File: src/pkg/acr_pkg.sv
// Constants, types and helpers shared by the converter serial readout block.
// What this block does
// Select input is active low; low addresses the converter, high means idle.
// Every falling edge of select starts exactly one new conversion.
// Result bits move only while select stays low; select low frames one transfer.
// Serial result output changes on each serial clock falling edge, next frame bit.
// Frame is four zero bits then twelve result bits, sixteen in all.
// Result bits leave most significant first, least significant last.
// Result is twos complement; negative inputs give codes with top bit one.
// The serial clock alone paces the successive-approximation steps.
// Zero input sits between code all ones and code all zeros.
// Most positive code is a zero followed by all ones.
// Most negative code is a one followed by all zeros.
// Serial result output floats while select is high; drives only after select falls.
// Controller leaves at least the quiet time before the next select fall.
// Controller gives at least sixteen serial clocks per frame.
package acr_pkg;

   // Widths and frame layout.
   localparam int          RES_W      = 12;
   localparam int          CNT_W      = 5;
   localparam logic [4:0]  FRAME_LEN  = 5'h10;
   localparam logic [4:0]  LEAD_ZEROS = 5'h04;
   localparam logic [4:0]  SAR_STEPS  = 5'h0C;
   localparam logic [4:0]  FALL_RST   = 5'h00;
   localparam logic [3:0]  MSB_POS    = 4'hB;

   // Code values and reset values.
   localparam logic [11:0] MIDSCALE   = 12'h0800;
   localparam logic [11:0] RESULT_RST = 12'h0000;

   // Timing; the quiet time is kept by the controller, not enforced here.
   localparam int          MCLK_PERIOD_NS = 50;
   localparam int          QUIET_NS       = 60;
   localparam int          QUIET_CYC      = (QUIET_NS + MCLK_PERIOD_NS - 1) / MCLK_PERIOD_NS;

   // Frame sequencer states.
   typedef enum logic [2:0] {
      ST_IDLE  = 3'b001,
      ST_FRAME = 3'b010,
      ST_DONE  = 3'b100
   } acr_state_e;

   // Serial output pin: value and output enable travel together.
   typedef struct packed {
      logic drive;
      logic bit_out;
   } acr_pin_s;

   // Bit shown on the serial output after a given number of clock falls.
   function automatic logic frame_bit(input logic [11:0] res, input logic [4:0] idx);
      logic [4:0] pos;
      pos = 5'h0F - idx;
      if (idx < LEAD_ZEROS) begin
         frame_bit = 1'b0;
      end else begin
         frame_bit = res[pos[3:0]];
      end
   endfunction

endpackage

File: src/hw/acr_sync.sv
// Two-flop synchroniser for the select and serial clock pins.
`timescale 1ns/1ps
module acr_sync (
   // Clock and reset.
   input  wire logic       i_mclk,
   input  wire logic       i_rst_n,
   // Asynchronous pins in, settled levels out.
   input  wire logic [1:0] i_async,
   output logic      [1:0] o_sync
);

   logic [1:0] meta_reg;

   // Pins idle high, so both stages reset high to avoid a false edge.
   always_ff @(posedge i_mclk or negedge i_rst_n) begin
      if (!i_rst_n) begin
         meta_reg <= 2'h3;
         o_sync   <= 2'h3;
      end else begin
         meta_reg <= i_async;
         o_sync   <= meta_reg;
      end
   end

endmodule // acr_sync

File: src/hw/acr_sar.sv
// Successive-approximation register stepped once per serial clock fall.
`timescale 1ns/1ps
module acr_sar (
   // Clock and reset.
   input  wire logic        i_mclk,
   input  wire logic        i_rst_n,
   // Control from the frame sequencer.
   input  wire logic        i_start,
   input  wire logic        i_step,
   // Comparator: high when the held input is above the trial level.
   input  wire logic        i_cmp_gt,
   // Trial code to the DAC, result so far and completion pulse.
   output logic      [11:0] o_dac_code,
   output logic      [11:0] o_result,
   output logic             o_done
);

   logic [11:0] trial_reg;
   logic [3:0]  pos_reg;
   logic        busy_reg;

   // One bit is decided per step, so conversion speed follows the serial clock.
   always_ff @(posedge i_mclk or negedge i_rst_n) begin
      if (!i_rst_n) begin
         trial_reg <= acr_pkg::RESULT_RST;
         pos_reg   <= acr_pkg::MSB_POS;
         busy_reg  <= 1'b0;
         o_done    <= 1'b0;
      end else begin
         o_done <= 1'b0;
         if (i_start) begin
            trial_reg <= acr_pkg::MIDSCALE;
            pos_reg   <= acr_pkg::MSB_POS;
            busy_reg  <= 1'b1;
         end else if (i_step && busy_reg) begin
            trial_reg[pos_reg] <= i_cmp_gt;
            if (pos_reg != 4'h0) begin
               trial_reg[pos_reg - 4'h1] <= 1'b1;
               pos_reg                   <= pos_reg - 4'h1;
            end else begin
               busy_reg <= 1'b0;
               o_done   <= 1'b1;
            end
         end
      end
   end

   // Offset binary to twos complement: midscale becomes zero, ends become 7FF and 800.
   assign o_dac_code = trial_reg;
   assign o_result   = {~trial_reg[11], trial_reg[10:0]}; // see see see

endmodule // acr_sar

File: src/hw/acr_readout.sv
// Top of the converter: select-framed conversion start and serial result readout.
`timescale 1ns/1ps
module acr_readout (
   // Clock and reset.
   input  wire logic        i_mclk,
   input  wire logic        i_rst_n,
   // Serial link pins from the controller.
   input  wire logic        i_cs_n,
   input  wire logic        i_sclk,
   // Serial result pin, value and output enable.
   output logic             o_serial_result_out,
   output logic             o_serial_result_out_oe,
   // Analog front end: comparator in, trial code and track control out.
   input  wire logic        i_cmp_gt,
   output logic      [11:0] o_dac_code,
   output logic             o_track,
   // Last completed conversion, twos complement.
   output logic      [11:0] o_result
);

   logic [1:0]         sync_w;
   logic               cs_n_s;
   logic               sclk_s;
   logic               cs_n_q_reg;
   logic               sclk_q_reg;
   logic               cs_fall;
   logic               cs_rise;
   logic               sclk_fall;
   acr_pkg::acr_state_e state_reg;
   acr_pkg::acr_state_e state_next;
   logic [4:0]         falls_reg;
   logic [4:0]         falls_inc;
   acr_pkg::acr_pin_s  pin_reg;
   logic               sar_start;
   logic               sar_step;
   logic               sar_done;
   logic [11:0]        sar_result;
   logic               track_reg;
   logic [11:0]        result_reg;

   // Both pins come from the controller's domain and are settled first.
   acr_sync u_sync (
      .i_mclk  (i_mclk),
      .i_rst_n (i_rst_n),
      .i_async ({i_cs_n, i_sclk}),
      .o_sync  (sync_w)
   );

   assign cs_n_s = sync_w[1];
   assign sclk_s = sync_w[0];

   // Delayed copies of the settled levels give the edge detectors.
   always_ff @(posedge i_mclk or negedge i_rst_n) begin
      if (!i_rst_n) begin
         cs_n_q_reg <= 1'b1;
         sclk_q_reg <= 1'b1;
      end else begin
         cs_n_q_reg <= cs_n_s;
         sclk_q_reg <= sclk_s;
      end
   end

   assign cs_fall   = cs_n_q_reg & ~cs_n_s;
   assign cs_rise   = ~cs_n_q_reg & cs_n_s;
   assign sclk_fall = sclk_q_reg & ~sclk_s;
   assign falls_inc = falls_reg + 5'h01;

   // Sequencer: select low opens a frame, select high always closes it.
   always_comb begin
      state_next = state_reg;
      case (state_reg)
         acr_pkg::ST_IDLE: begin
            if (cs_fall) begin
               state_next = acr_pkg::ST_FRAME;
            end
         end
         acr_pkg::ST_FRAME: begin
            if (cs_n_s) begin
               state_next = acr_pkg::ST_IDLE;
            end else if (sclk_fall && falls_inc == acr_pkg::FRAME_LEN) begin
               state_next = acr_pkg::ST_DONE;
            end
         end
         acr_pkg::ST_DONE: begin
            if (cs_n_s) begin
               state_next = acr_pkg::ST_IDLE;
            end
         end
         default: begin
            state_next = acr_pkg::ST_IDLE;
         end
      endcase
   end

   always_ff @(posedge i_mclk or negedge i_rst_n) begin
      if (!i_rst_n) begin
         state_reg <= acr_pkg::ST_IDLE;
      end else begin
         state_reg <= state_next;
      end
   end

   // Count serial clock falls inside the frame; extra clocks after sixteen are ignored.
   always_ff @(posedge i_mclk or negedge i_rst_n) begin
      if (!i_rst_n) begin
         falls_reg <= acr_pkg::FALL_RST;
      end else if (state_reg == acr_pkg::ST_IDLE) begin
         falls_reg <= acr_pkg::FALL_RST;
      end else if (state_reg == acr_pkg::ST_FRAME && !cs_n_s && sclk_fall) begin
         falls_reg <= falls_inc;
      end
   end

   // Conversion starts with the frame and steps on the first twelve clock falls.
   assign sar_start = (state_reg == acr_pkg::ST_IDLE) && cs_fall;
   assign sar_step  = (state_reg == acr_pkg::ST_FRAME) && !cs_n_s && sclk_fall
                      && (falls_reg < acr_pkg::SAR_STEPS);

   acr_sar u_sar (
      .i_mclk     (i_mclk),
      .i_rst_n    (i_rst_n),
      .i_start    (sar_start),
      .i_step     (sar_step),
      .i_cmp_gt   (i_cmp_gt),
      .o_dac_code (o_dac_code),
      .o_result   (sar_result),
      .o_done     (sar_done)
   );

   // The serial output drives the first leading zero as soon as the frame opens.
   // Each result bit is decided three clock falls before it is shown, so no stall.
   always_ff @(posedge i_mclk or negedge i_rst_n) begin
      if (!i_rst_n) begin
         pin_reg <= '0;
      end else if (state_reg == acr_pkg::ST_IDLE) begin
         if (cs_fall) begin
            pin_reg.drive   <= 1'b1;
            pin_reg.bit_out <= 1'b0;
         end
      end else if (cs_n_s) begin
         pin_reg <= '0;
      end else if (state_reg == acr_pkg::ST_FRAME && sclk_fall) begin
         if (falls_inc == acr_pkg::FRAME_LEN) begin
            pin_reg <= '0;
         end else begin
            pin_reg.bit_out <= acr_pkg::frame_bit(sar_result, falls_inc); // see
         end
      end
   end

   assign o_serial_result_out    = pin_reg.bit_out;
   assign o_serial_result_out_oe = pin_reg.drive;

   // Hold the input from the select fall until the last decision, then track again.
   always_ff @(posedge i_mclk or negedge i_rst_n) begin
      if (!i_rst_n) begin
         track_reg <= 1'b1;
      end else if (sar_start) begin
         track_reg <= 1'b0;
      end else if (sar_done || state_reg == acr_pkg::ST_IDLE) begin
         track_reg <= 1'b1;
      end
   end

   assign o_track = track_reg;

   // A frame cut short before its twelfth clock fall leaves the previous result in place.
   always_ff @(posedge i_mclk or negedge i_rst_n) begin
      if (!i_rst_n) begin
         result_reg <= acr_pkg::RESULT_RST;
      end else if (sar_done) begin
         result_reg <= sar_result;
      end
   end

   assign o_result = result_reg;
endmodule // acr_readout

File: config.mk
export PLATFORM = sky130hd
export DESIGN_NAME = acr_readout
export DESIGN_NICKNAME = d
export VERILOG_FILES = /design/src/pkg/acr_pkg.sv /design/src/hw/acr_sync.sv /design/src/hw/acr_sar.sv /design/src/hw/acr_readout.sv
export SDC_FILE = /design/constraint.sdc
export NUM_CORES = 1
export LEC_CHECK = 0
export ABC_AREA = 1
export ABC_CLOCK_PERIOD_IN_PS = 1900
export BUFFER_PORTS_ARGS = -buffer_cell sky130_fd_sc_hd__clkbuf_2
export CORE_UTILIZATION = 60
export CTS_BUF_LIST = sky130_fd_sc_hd__clkbuf_8
export DETAILED_ROUTE_END_ITERATION = 7
export PLACE_DENSITY = 0.79
export SLEW_MARGIN = 25
export SYNTH_ARGS = -nofsm -noshare
export SYNTH_HDL_FRONTEND = slang
export SYNTH_SLANG_ARGS = --single-unit
File: constraint.sdc
create_clock -name i_mclk -period 1.9 [get_ports i_mclk]
set_input_delay 0.38 -clock i_mclk [delete_from_list [all_inputs] [get_ports i_mclk]]
set_output_delay 0.38 -clock i_mclk [all_outputs]
set_load 0.02 [all_outputs]
==> out/results.tsv <==
metric	value	unit
cell family with most CP delay	flip-flops	
Synth Flop Type	dfrtp_1	
status	completed	
Setup crit end kind	flop	
EDFF count, synth	0	
Layout fillers	386	
Die Wd	69.12	um
port bufs	31	
area delta synth->final	7.824	%
Num CTS Buffers	5	
root buf cell	clkbuf_8	
worst slew pin tran	0.5132	ns
Static Leak	1.545	nW
gp weighted congestion	0.9718	
crit start category	flop	
Clock Latency Late Sink	0.30	ns
vias in the first global route	2104	
n_diodes	0	
post-route ant nets	0	
CP Data Arrival Time	1.87	ns
initial drt markers	179	
# IOs	32	
CTS H-tree lvls	2	
Post-Layout Inst Area	2914	sq um
Synth Net Count	369	
initial core utilization	62.07	%
GRT Overall Usage	25.08	%
Via Count	2329	
hpwl dp	4.148	mm
Setup CP Type	flop to flop	
core box area	4354	sq um
gr ovfl total	0	
Multi-input gate area	1215	sq um
Sequential cell area	1190	sq um
Seq/Total Area, Yosys	44.03	%
die height	69.12	um
slowest CP cell	dfstp_2	
Avg Inst Size Synth	7.570	sq um
row cnt	24	
Yosys cell types	30	
# Post-CTS Setup Buffers	0	
total die area	4777	sq um
WL/cell	13.00	um
initial antenna violation count	0	
synthesized flop and latch total	47	
CTS tree	built	
Reg clk slew, reported paths	0.09	ns
Max Cap Violations	0	
Final #Nets	390	
cell count after synthesis	357	
Synth Cell Area	2703	sq um
ys async rst share	100.0	%
Worst Path Buf+Inv	3	
share of layout cells above drive strength 1	19.00	%
first-pass GRT wire length	9.604	mm
final hold viol count	0	
Hold/Removal Path Class	input pin to asynchronous set/reset pin	
drt first pass iters	4	
slew margin rel.	65.79	%
remaining routing DRC violations	0	
RSZ-0062 raised after global routing	false	
Final Skew	0.01259	ns
CP peak stage delay	0.58	ns
fin crit share	88.32	%
Cell Area, Placed	2803	sq um
cell chain of the critical path	inv_1 > ha_2 > nor2_1 > inv_1 > nand2_2 > inv_1 > nand3_1 > nand2_1 > nand2_1 > nand2_1	
Crit Path Max Fanout	7	
commonest non-fill, non-tap cell in the layout	nand2_1	
Final Max Tran Viols	0	
Setup violations, final	0	
setup TNS	0	ns
WP data required	2.09	ns
most frequent cells in the layout	124 x nand2_1, 38 x inv_1, 36 x nand3_1, 36 x dfrtp_1, 31 x clkbuf_2	
Max VDD drop	753.6	uV
Yosys warnings	0	
clock sinks	47	
Via-to-Cell Ratio	5.404	
final wirelength	5.603	mm
Power Density	1083	nW/um^2
min Tclk post-route	1.678	ns
pin count of the biggest net entering global routing	29	
CTS Buffer Depth	2	
FMAX	0.5959	GHz
-- cells in the mapped netlist, types with 4 or more instances --
cell type | number | share of area [%]
a21oi_1 | 4 | 0.74
buf_2 | 4 | 0.74
buf_4 | 11 | 3.1
dfrtp_1 | 36 | 33
dfstp_2 | 11 | 11
ha_1 | 7 | 3.2
inv_1 | 36 | 5.0
nand2_1 | 125 | 17
nand3_1 | 36 | 6.7
nand4_1 | 7 | 1.6
nor2_1 | 24 | 3.3
o21ai_0 | 25 | 4.6
-- logic make-up after synthesis --
logic type | count (synthesis) | share of synthesized area, %
and+or+nand+nor | 207 | 33.94
buffers and inverters | 59 | 11.20
DFF | 47 | 44.03
AOI/OAI and AO/OA | 37 | 7.593
adders and majority gates | 7 | 3.241
-- final cells by class --
class                   count  share of cell area [%]
clock buffers               5                   2.362
clock inverters             3                   1.288
multi-input cells         251                   41.69
repair buffers             34                   6.526
well taps                  52                   2.233
inverters                  39                   5.067
flip-flops and latches     47                   40.83
-- metal layers --
metal	wire (um)	track usage, %
met1	2699	35.99
met2	2549	38.40
met3	273	4.678
met4	80	8.390
met5	0	0
-- path summary, 6_finish.rpt --
check / startpoint / to / slack (ns) / depth (start not counted)
max in group asynchronous: i_rst_n / cs_n_q_reg / 1.26 / 2
setup reg to reg: u_sar.pos_reg[0] / u_sar.o_dac_code[4] / 0.22 / 10
min in group i_mclk: i_sclk / u_sync.meta_reg[0] / 0.16 / 1
hold reg to reg: u_sync.meta_reg[1] / u_sync.o_sync[1] / 0.36 / 0
setup / recovery: u_sar.pos_reg[0] / u_sar.o_dac_code[4] / 0.22 / 10
hold / removal: i_rst_n / falls_reg[0] / 0.03 / 1
-- power by group --
group	switching [mW]	internal, mW	total [mW]
clock	0.326	0.383	0.709
combinational	0.805	0.363	1.17
sequential	0.128	1.15	1.28
-- through the flow --
| stage | instances | worst slack (ns) | power (mW) | util (%) | hold WS [ns] |
|---|---|---|---|---|---|
| 2_1_floorplan | 357 | 0.3263 | 2.170 | - | 0.08441 |
| 3_3_place_gp | 423 | 0.2242 | 2.412 | 64.37 | 0.3458 |
| 3_5_place_dp | 423 | 0.1639 | 2.423 | 64.37 | 0.3473 |
| 4_1_cts | 431 | 0.1223 | 3.137 | 66.81 | 0.04753 |
| 5_1_grt | 431 | 0.04756 | 3.379 | 66.93 | 0.06078 |
| 6_report | 431 | 0.2220 | 3.155 | 66.93 | 0.03111 |
-- repair_timing --
action,CTS,global route
hold buffers,0,0
endpoints found under the setup margin,0,3
gates resized for setup,0,2
Power figures use the tool's default switching activity.
